<file path="config.mk">
export PLATFORM = sky130hd
export DESIGN_NAME = cmf_clock_fanout
export DESIGN_NICKNAME = d
export VERILOG_FILES = /design/src/hw/cmf_sync.sv /design/src/hw/cmf_clock_fanout.sv
export SDC_FILE = /design/constraint.sdc
export NUM_CORES = 1
export LEC_CHECK = 0
export ABC_AREA = 1
export BUFFER_PORTS_ARGS = -buffer_cell sky130_fd_sc_hd__buf_2
export CAP_MARGIN = 25
export CORE_MARGIN = 1
export CORE_UTILIZATION = 44
export DETAILED_ROUTE_END_ITERATION = 16
export PLACE_DENSITY = 0.72
export RECOVER_POWER = 25
export SYNTH_ARGS = -nofsm -noshare
export SYNTH_HDL_FRONTEND = slang
export SYNTH_SLANG_ARGS = --single-unit
</file>
<file path="constraint.sdc">
create_clock -name clk -period 0.8 [get_ports clk]
set_input_delay 0.08 -clock clk [delete_from_list [all_inputs] [get_ports clk]]
set_output_delay 0.08 -clock clk [all_outputs]
set_load 0.005 [all_outputs]
</file>
<file path="src/hw/cmf_sync.sv">
// constants for the clock selector and the two-stage pin synchroniser
package cmf_pkg;
   localparam int unsigned NUM_LANES  = 4;
   localparam int unsigned SYNC_W     = 9;
   localparam int unsigned SYNC_DEPTH = 2;
   // bit positions inside the synchronised pin vector
   localparam int unsigned PIN_PRI_P     = 0;
   localparam int unsigned PIN_PRI_N     = 1;
   localparam int unsigned PIN_SEC_P     = 2;
   localparam int unsigned PIN_SEC_N     = 3;
   localparam int unsigned PIN_CHOICE    = 4;
   localparam int unsigned PIN_CHOICE_DR = 5;
   localparam int unsigned PIN_GATE      = 6;
   localparam int unsigned PIN_GATE_DR   = 7;
   localparam int unsigned PIN_DRIVE     = 8;
   // reset values
   localparam logic [8:0]  SYNC_RST   = 9'h000;
   localparam logic        GATE_RST   = 1'h1;
   localparam logic        LEVEL_RST  = 1'h0;
   localparam logic        ARMED_RST  = 1'h0;
   localparam logic [3:0]  LANE_RST   = 4'h0;
   localparam logic [1:0]  RST_PIPE_RST = 2'h0;
   // open pin defaults: choice pulled low, gate request pulled high
   localparam logic        CHOICE_OPEN = 1'h0;
   localparam logic        GATE_OPEN   = 1'h1;
endpackage : cmf_pkg

////////////////////////////////////////////////////////////////////////////////

module cmf_sync (
   input  wire logic                       clk,
   input  wire logic                       rst_n,
   input  wire logic [cmf_pkg::SYNC_W-1:0] din,
   output      logic [cmf_pkg::SYNC_W-1:0] dout
);
   import cmf_pkg::*;

   // first stage is read only by the second stage
   logic [SYNC_W-1:0] meta_q;
   logic [SYNC_W-1:0] sync_q;

   always_ff @(posedge clk or negedge rst_n) begin
      if (!rst_n) begin
         meta_q <= SYNC_RST;
         sync_q <= SYNC_RST;
      end else begin
         meta_q <= din;
         sync_q <= meta_q;
      end
   end

   assign dout = sync_q;
endmodule : cmf_sync

</file>
<file path="src/hw/cmf_clock_fanout.sv">
// clock selector with glitch-free gate and four-lane differential fanout
////////////////////////////////////////////////////////////////////////////////
module cmf_clock_fanout (
   input  wire logic                          clk,
   input  wire logic                          rst_n,
   input  wire logic                          primary_clk_p,
   input  wire logic                          primary_clk_n,
   input  wire logic                          secondary_clk_p,
   input  wire logic                          secondary_clk_n,
   input  wire logic                          input_choice,
   input  wire logic                          input_choice_driven,
   input  wire logic                          output_gate_request,
   input  wire logic                          output_gate_request_driven,
   input  wire logic                          drive_enable,
   output      logic [cmf_pkg::NUM_LANES-1:0] fanout_out_true,
   output      logic [cmf_pkg::NUM_LANES-1:0] fanout_out_inv,
   output      logic [cmf_pkg::NUM_LANES-1:0] fanout_out_oe
);
   import cmf_pkg::*;

   typedef struct packed {
      logic                 lvl;
      logic                 gate;
      logic                 armed;
      logic [NUM_LANES-1:0] oe;
      logic [NUM_LANES-1:0] tru;
      logic [NUM_LANES-1:0] inv;
   } cmf_state_type;

   cmf_state_type     st_q;
   cmf_state_type     st_d;
   logic [1:0]        rst_pipe_q;
   logic              rst_sync_n;
   logic [SYNC_W-1:0] pins_raw;
   logic [SYNC_W-1:0] pins_s;
   logic              choice_eff;
   logic              gate_eff;
   logic              pri_lvl;
   logic              sec_lvl;
   logic              sel_lvl;
   logic              rise;
   logic              fall;
   logic              drv;

   ////////////////////////////////////////////////////////////////////////////////
   // reset release through two flops

   always_ff @(posedge clk or negedge rst_n) begin
      if (!rst_n) begin
         rst_pipe_q <= RST_PIPE_RST;
      end else begin
         rst_pipe_q <= {rst_pipe_q[0], 1'h1};
      end
   end
   assign rst_sync_n = rst_pipe_q[1];

   ////////////////////////////////////////////////////////////////////////////////
   // every pin, clocks included, is oversampled through two flops
   // limitation: an input clock level shorter than one clk cycle may be lost

   assign pins_raw = {drive_enable, output_gate_request_driven, output_gate_request,
                      input_choice_driven, input_choice, secondary_clk_n, secondary_clk_p,
                      primary_clk_n, primary_clk_p};

   cmf_sync u_sync (
      .clk   (clk),
      .rst_n (rst_sync_n),
      .din   (pins_raw),
      .dout  (pins_s)
   );

   always_comb begin
      // an undriven pin falls back to its pull resistor level
      choice_eff = pins_s[PIN_CHOICE_DR] ? pins_s[PIN_CHOICE] : CHOICE_OPEN;
      gate_eff   = pins_s[PIN_GATE_DR] ? pins_s[PIN_GATE] : GATE_OPEN;
      // a pair reads high only when true and inverted legs disagree that way
      pri_lvl    = pins_s[PIN_PRI_P] & ~pins_s[PIN_PRI_N];
      sec_lvl    = pins_s[PIN_SEC_P] & ~pins_s[PIN_SEC_N];
      sel_lvl    = choice_eff ? sec_lvl : pri_lvl;
      drv        = pins_s[PIN_DRIVE];
      rise       = sel_lvl & ~st_q.lvl;
      fall       = ~sel_lvl & st_q.lvl;
   end

   ////////////////////////////////////////////////////////////////////////////////
   // gate flop and output lanes

   always_comb begin
      st_d     = st_q;
      st_d.lvl = sel_lvl;
      // edges come from the muxed level, so a select change is seen as the new clock
      if (gate_eff == st_q.gate) begin
         st_d.armed = 1'h0;
      end else if (fall && st_q.armed) begin
         st_d.gate  = gate_eff;
         st_d.armed = 1'h0;
      end else if (rise) begin
         st_d.armed = 1'h1;
      end
      st_d.oe = {NUM_LANES{drv}};
      if (!drv) begin
         st_d.tru = LANE_RST;
         st_d.inv = LANE_RST;
      end else if (!st_d.gate) begin
         st_d.tru = {NUM_LANES{1'h0}};
         st_d.inv = {NUM_LANES{1'h1}};
      end else begin
         st_d.tru = {NUM_LANES{sel_lvl}};
         st_d.inv = {NUM_LANES{~sel_lvl}};
      end
   end

   always_ff @(posedge clk or negedge rst_sync_n) begin
      if (!rst_sync_n) begin
         st_q.lvl   <= LEVEL_RST;
         st_q.gate  <= GATE_RST;
         st_q.armed <= ARMED_RST;
         st_q.oe    <= LANE_RST;
         st_q.tru   <= LANE_RST;
         st_q.inv   <= LANE_RST;
      end else begin
         st_q <= st_d;
      end
   end

   assign fanout_out_true = st_q.tru;
   assign fanout_out_inv  = st_q.inv;
   assign fanout_out_oe   = st_q.oe;

   ////////////////////////////////////////////////////////////////////////////////
   // checks
   // antecedents use the synchronised pins, so pin timing is outside these checks

   AST_SELECT_SECONDARY: assert property (@(posedge clk) disable iff (!rst_sync_n)
      (drv && st_d.gate && choice_eff) |=> (fanout_out_true == {NUM_LANES{$past(sec_lvl)}}))
      else $error("secondary clock not routed while selected");

   AST_CHOICE_OPEN: assert property (@(posedge clk) disable iff (!rst_sync_n)
      (!pins_s[PIN_CHOICE_DR] && drv && st_d.gate)
         |=> (fanout_out_true == {NUM_LANES{$past(pri_lvl)}}))
      else $error("open choice pin did not select primary clock");

   AST_FLOAT: assert property (@(posedge clk) disable iff (!rst_sync_n)
      !drv |=> (fanout_out_oe == 4'h0 && fanout_out_true == 4'h0 && fanout_out_inv == 4'h0))
      else $error("outputs driven while drive enable low");

   AST_GATED_OFF: assert property (@(posedge clk) disable iff (!rst_sync_n)
      (drv && !st_d.gate) |=> (fanout_out_oe == 4'hf && fanout_out_true == 4'h0 && fanout_out_inv == 4'hf))
      else $error("gated outputs not parked true low inverted high");

   AST_GATED_ON: assert property (@(posedge clk) disable iff (!rst_sync_n)
      (drv && st_d.gate) |=> (fanout_out_inv == ~fanout_out_true && fanout_out_true == {NUM_LANES{$past(sel_lvl)}}))
      else $error("enabled outputs do not follow selected clock");

   AST_CHANGE_LOW: assert property (@(posedge clk) disable iff (!rst_sync_n)
      (st_q.gate != st_d.gate) |-> !st_d.lvl)
      else $error("gate changed while selected clock high");

   AST_FALL_CAPTURE: assert property (@(posedge clk) disable iff (!rst_sync_n)
      $changed(st_q.gate) |-> ($past(st_q.lvl) && !st_q.lvl))
      else $error("gate flop moved away from a falling edge");

   AST_RISE_THEN_FALL: assert property (@(posedge clk) disable iff (!rst_sync_n)
      $changed(st_q.gate) |-> ($past(st_q.armed) && $past(st_q.gate, 2) != st_q.gate))
      else $error("gate switched without a prior rising edge");

   AST_LANES_EQUAL: assert property (@(posedge clk) disable iff (!rst_sync_n)
      (fanout_out_true == {NUM_LANES{fanout_out_true[0]}}) && (fanout_out_inv == {NUM_LANES{fanout_out_inv[0]}}))
      else $error("fanout lanes disagree");

   AST_GATE_OPEN: assert property (@(posedge clk) disable iff (!rst_sync_n)
      (!pins_s[PIN_GATE_DR] && st_q.gate) |=> st_q.gate)
      else $error("open gate request pin disabled the outputs");

   AST_PAIR_LOW: assert property (@(posedge clk) disable iff (!rst_sync_n)
      (drv && st_d.gate && !choice_eff && !(pins_s[PIN_PRI_P] && !pins_s[PIN_PRI_N])) |=> (fanout_out_true == 4'h0))
      else $error("primary pair read high without true high and inverted low");

   AST_DRIVE_ON: assert property (@(posedge clk) disable iff (!rst_sync_n)
      drv |=> (fanout_out_oe == 4'hf))
      else $error("outputs not driven while drive enable high");

   AST_SWITCH_OUT_LOW: assert property (@(posedge clk) disable iff (!rst_sync_n)
      $changed(st_q.gate) |-> (fanout_out_true == 4'h0))
      else $error("gate switched while true outputs high");

   AST_GATE_ON_FALL_ONLY: assert property (@(posedge clk) disable iff (!rst_sync_n)
      !fall |=> $stable(st_q.gate))
      else $error("gate flop moved without a falling edge");

   AST_ARM_ON_RISE: assert property (@(posedge clk) disable iff (!rst_sync_n)
      (gate_eff != st_q.gate && rise) |=> st_q.armed)
      else $error("pending gate change not armed by rising edge");

   AST_PENDING_DROP: assert property (@(posedge clk) disable iff (!rst_sync_n)
      (gate_eff == st_q.gate) |=> !st_q.armed)
      else $error("gate change stayed armed after request returned");

   // main scenarios the bench should reach
   COV_ENABLE_SECONDARY: cover property (@(posedge clk) disable iff (!rst_sync_n)
      drv && choice_eff && st_q.gate && fanout_out_true[0]);
   COV_GATE_OFF: cover property (@(posedge clk) disable iff (!rst_sync_n)
      $fell(st_q.gate));
   COV_GATE_ON: cover property (@(posedge clk) disable iff (!rst_sync_n)
      $rose(st_q.gate));
   COV_FLOAT: cover property (@(posedge clk) disable iff (!rst_sync_n)
      $fell(fanout_out_oe[0]));
   COV_OPEN_CHOICE: cover property (@(posedge clk) disable iff (!rst_sync_n)
      !pins_s[PIN_CHOICE_DR] && drv && st_q.gate && fanout_out_true[0]);
endmodule : cmf_clock_fanout

</file>
-- After elaboration in Yosys (flattened, before gate mapping)
Index checks and enable logic that the tools add are counted.
- reductions and logical operators: 2
- multiplexer cells: 10
- equality and inequality tests: 1
- bitwise operators: 8
- operator list (kind ; number):
    $mux W8 ; 2
    $mux W1 ; 8
    $and A1 B1 Y1 ; 4
    $not A1 Y1 ; 4
    $reduce_bool A3 Y1 ; 1
    $eq A1 B1 Y1 ; 1
    $logic_and A1 B1 Y1 ; 1
- word-level logic and storage cells: 30
- bits of input ports: 11
- output and inout port bits: 12
- flip-flop bits (word level): 32

-- Logic depth before layout (Yosys ltp)
- depth after elaboration: 10
- gate-level depth with buffers: 9
- gate-level depth less buffers: 9

-- Cells and area by module
From an unflattened synthesis, not the netlist that was laid out.
- cell total of the unflattened synthesis: 65
- area total of the unflattened synthesis: 883.3 um^2
- modules (own cells, without submodules) (module ; instances ; sequential area each (um^2) ; cells an instance ; area each (um^2)):
    cmf_sync ; 1 ; 450.4 ; 18 ; 450.4
    cmf_clock_fanout ; 1 ; 201.4 ; 47 ; 432.9

-- Least setup slack after synthesis
Ideal clock, no wire load.
- kind: register -> register
- start: register u_sync.sync_q[5], in the netlist u_sync.dout[5]
- end: register st_q, in the netlist fanout_out_inv[2]
- period minus slack after synthesis: 0.977 ns
- setup slack: -0.177 ns
- library setup time: 0.113 ns
- required time: 0.687 ns
- path buffers: 0
- cell stages (with the launch flop): 9
- arrival time: 0.864 ns
- path through: dfrtp_1 > nand2_1 > nand2_1 > nand2_4 > nand3_1 > nand2_2 > nand3_2 > nand2_1 > inv_1
- word-level cells in the longest chain between the ends: 9
- ends and longest elaborated chain (what ; line ; source):
    start: declaration ; cmf_sync.sv:40 ; logic [SYNC_W-1:0] sync_q;
    start signal: assignment ; cmf_sync.sv:48 ; sync_q <= meta_q;
    $mux W1 * ; cmf_clock_fanout.sv:74 ; choice_eff = pins_s[PIN_CHOICE_DR] ? pins_s[PIN_CHOICE] : CHOICE_OPEN;
    $mux W1 * ; cmf_clock_fanout.sv:79 ; sel_lvl = choice_eff ? sec_lvl : pri_lvl;
    $not A1 Y1 * ; cmf_clock_fanout.sv:82, cmf_clock_fanout.sv:109 ;
    $and A1 B1 Y1 ; cmf_clock_fanout.sv:82 ; fall = ~sel_lvl & st_q.lvl;
    $logic_and A1 B1 Y1 ; cmf_clock_fanout.sv:94 ; end else if (fall && st_q.armed) begin
    $mux W1 ; cmf_clock_fanout.sv:94 ;
    $mux W1 ; cmf_clock_fanout.sv:92 ; if (gate_eff == st_q.gate) begin
    $mux W8 * ; cmf_clock_fanout.sv:104 ; end else if (!st_d.gate) begin
    $mux W8 * ; cmf_clock_fanout.sv:101 ; if (!drv) begin
    end signal: assignment ; cmf_clock_fanout.sv:122 ; st_q <= st_d;
    end: declaration ; cmf_clock_fanout.sv:30 ; cmf_state_type st_q;
Mark *: on every way between the ends. The rest lies on a longest branch, timed or not.
A chain may end at the register's enable or synchronous reset.

-- Worst setup path in the final report
- start: register u_sync.sync_q[4], in the netlist u_sync.dout[4]
- end: register st_q, in the netlist fanout_out_inv[2]
The elaborated chain is that of the path after synthesis.

==> results.md <==
- Tmin final: 1033 ps
- Crit path launch: u_sync.dout[4]
- Final Skew: ~5.7 ps
- Detail Placement HPWL: about 780 um
- Worst setup margin: -233.4 ps
- Max incr delay on CP: roughly 400 ps
- Data required, critical path: about 1000 ps
- Area of the multi-input gates: between 100 and 150 um^2
- Commonest non-fill, non-tap cells in the layout: dfrtp_1 (25), buf_2 (21), dlygate4sd3_1 (10)
- Max Cap Violations: 0
- Clk_lat worst skew: roughly 310 ps
- I/O pins: 23
- First-pass GRT wire length: about 1800 um
- Max Slew Vio Count: 0
- Crit path buffers/inverters: 1
- Total chip power: ~0.0025 W
- CP Launch Type: register
- Via count: ~480
- Die Y: roughly 47 um
- Num CTS Buffers: 3
- Internal power: approximately 0.0019 W
- Sink Count: 26
- Design area: about 1100 um^2
- Gr ovfl total: 0
- DP Area: between 900 and 1000 um^2
- Critical path cell sequence: nand2_2 -> nand2_2 -> nand2_4 -> nand3_2 -> nand2_2 -> nand3_2 -> nand2_1 -> inv_1
- GRT Overall Usage: 12.99%
- Fin. Hold Viols: 0
- Highest Clock Rate: a little under 1000 MHz
- Post-DR vias/cell: a little over 4
- Clock power share: between 20% and 30%
- Sw power: 0.0005718 W
- Fin nets: approximately 100
- Vias in the first global route: approximately 450
- Clock tree buffer depth: 2
- Crit path kind: register to register
- Mapped Nets: between 70 and 80
- Pin count of the biggest net entering global routing: 15
- Reg2Reg Depth: 8
- Clk Tree Root Cell: clkbuf_4
- H-tree depth: 1
- Initial Util: between 40% and 50%
- Synthesis Warnings: 0
- #FFs+latches synth: 26
- CP Depth: 8
- Netlist Area Pre-Place: 883.3 um^2
- Drt total wl: 1156 um
- DR iter-0 viols: 2
- Die ar.: around 2200 um^2
- FP Rows: 15
- Worst setup path endpoint: fanout_out_inv[2]
- Diodes inserted: 0
- PwrDens: between 2000 and 2500 nW/um^2
- DRT Pass-1 Iters: 2
- ANT nets after route: 0
- Fillers: 145
- Net Sw Frac: a little under a quarter
- Final estimated routing congestion in global placement: 0.6131
- CORE AREA: ~1800 um^2
- Die width: ~47 um
- WL per Instance: 9.880 um
- Failing checks: setup timing
- Area Overhead vs Synth: 25.07%
- Cells after Synth: 65
- Syn Area/Cell: 13.59 um^2
- Leakage: ~0.57 nW
- FF-to-FF setup slack: -230 ps
- CTS clock-pin slew for the worst setup and hold paths: 130 ps
- Post-route clock period utilization: 129.2%
- RR Startpoint: u_sync.dout[4]
- Sequential standard cell area: about 650 um^2
- Final setup fails: 16
- IO buf count: 22
- Post-synth cell types: 17
- Min-delay worst type: primary input to asynchronous set/reset pin
- CTS tree: built
- R2r endpoint: fanout_out_inv[2]
- Arrival @ worst endpoint: about 1300 ps
- Initial antenna violation count: 0
- Combinational share of power: 13.3%
- Critical Path Sink Type: register
- Sequential area share after synthesis: between 70% and 80%
- Seq pwr share: around 60%
- RSZ-0062 raised after global routing: true
- Worst-path maximum fanout: 5
- Layout cell share with drive strength beyond 1: 43.48%
- Slowest CP cell: dfrtp_1
- DR DRC count: 0
- Most common cell after layout, fill and taps aside: dfrtp_1
- Cell repeated most along the worst path: nand2_2
- Critical path's top delay family: simple AND/OR/NAND/NOR gates
- Max IR drop VDD: approximately 1500 uV
- Outcome: complete, but fails checks
[layout make-up]
class	count	share of cell area (%)
Sequential cell	26	59.00
Timing Repair Buffer	35	20.95
Multi-Input combinational cell	19	11.21
Clock buffer	4	3.284
Tap cell	25	2.831
Inverter	8	2.718
[power groups by stage]
stage / logic [W] / clock network (W) / registers [W]
floorplan: 0.000242 / 0 / 0.00153
global placement: 0.000269 / 0 / 0.00152
detailed placement: 0.000282 / 0 / 0.00153
CTS: 0.000320 / 0.000651 / 0.00150
global route: 0.000376 / 0.000716 / 0.00152
finish: 0.000328 / 0.000632 / 0.00150
[kinds of logic after synthesis]
family	synth area share, %
AOI/OAI and AO/OA	1.416
and+or+nand+nor	9.774
buffers and inverters	13.60
xor gates and xnor gates	0.9917
other	0.4245
DFF	73.80
[Yosys cell counts]
cell | n | area share (%)
o21a_1 | 1 | 0.85
nor2_2 | 1 | 0.71
nand2_2 | 3 | 2.1
a21oi_1 | 1 | 0.57
nand2_4 | 1 | 1.3
dfstp_2 | 1 | 3.0
conb_1 | 1 | 0.42
inv_1 | 8 | 3.4
nand3_2 | 1 | 1.1
dfrtp_1 | 25 | 71
xor2_1 | 1 | 0.99
nor2_1 | 2 | 0.85
and2_1 | 1 | 0.71
buf_4 | 12 | 10
nand2_1 | 4 | 1.7
nand4_1 | 1 | 0.71
nand3_1 | 1 | 0.57
[flip-flops by register name, summed over array words and instances (netlist names)]
name             flops
fanout_out_inv       1
fanout_out_oe        1
fanout_out_true      1
rst_pipe_q           2
st_q                 3
u_sync.dout          9
u_sync.meta_q        9
[per-layer routing]
layer,vias up,part of all wire (%),global-route usage (%)
met3,4,5.5,3.462
met4,0,2.9,10.29
li1,238,-,-
met5,-,0,0
met1,216,39,14.44
met2,21,52,21.11
[how the worst min path moves through the flow]
stage | slack [ps] | to | cells after the start | from
after floorplan | -220 | rst_pipe_q[0] | 0 | rst_n
after global placement | -130 | rst_pipe_q[0] | 1 | rst_n
after detailed placement | -130 | rst_pipe_q[0] | 1 | rst_n
after CTS | 50 | rst_pipe_q[1] | 2 | rst_n
after global routing | 60 | rst_pipe_q[1] | 2 | rst_n
final | 70 | rst_pipe_q[0] | 2 | rst_n
[metrics by stage]
step	util, %	hold WS (ps)	setup TNS [ps]	instances	setup slack [ps]
4_1_cts	60.83	50.48	-2548	116	-229.4
3_5_place_dp	53.13	-130.4	-683.4	102	-212.1
2_1_floorplan	-	-215.6	-481.2	65	-164.2
3_3_place_gp	53.13	-133.7	-625.3	102	-204.7
5_1_grt	61.32	64.91	-3513	117	-333.1
6_report	61.32	67.24	-2490	117	-233.4
[timing repair]
action,4_1_cts,5_1_grt
hold buffers,10,0
setup endpoints to repair,16,17
pin swaps,0,7
endpoints found under the hold margin,11,0
resized for setup,1,2
cloned,0,0
setup buffers,0,1
Note: power is estimated with default switching activity, not from simulation.
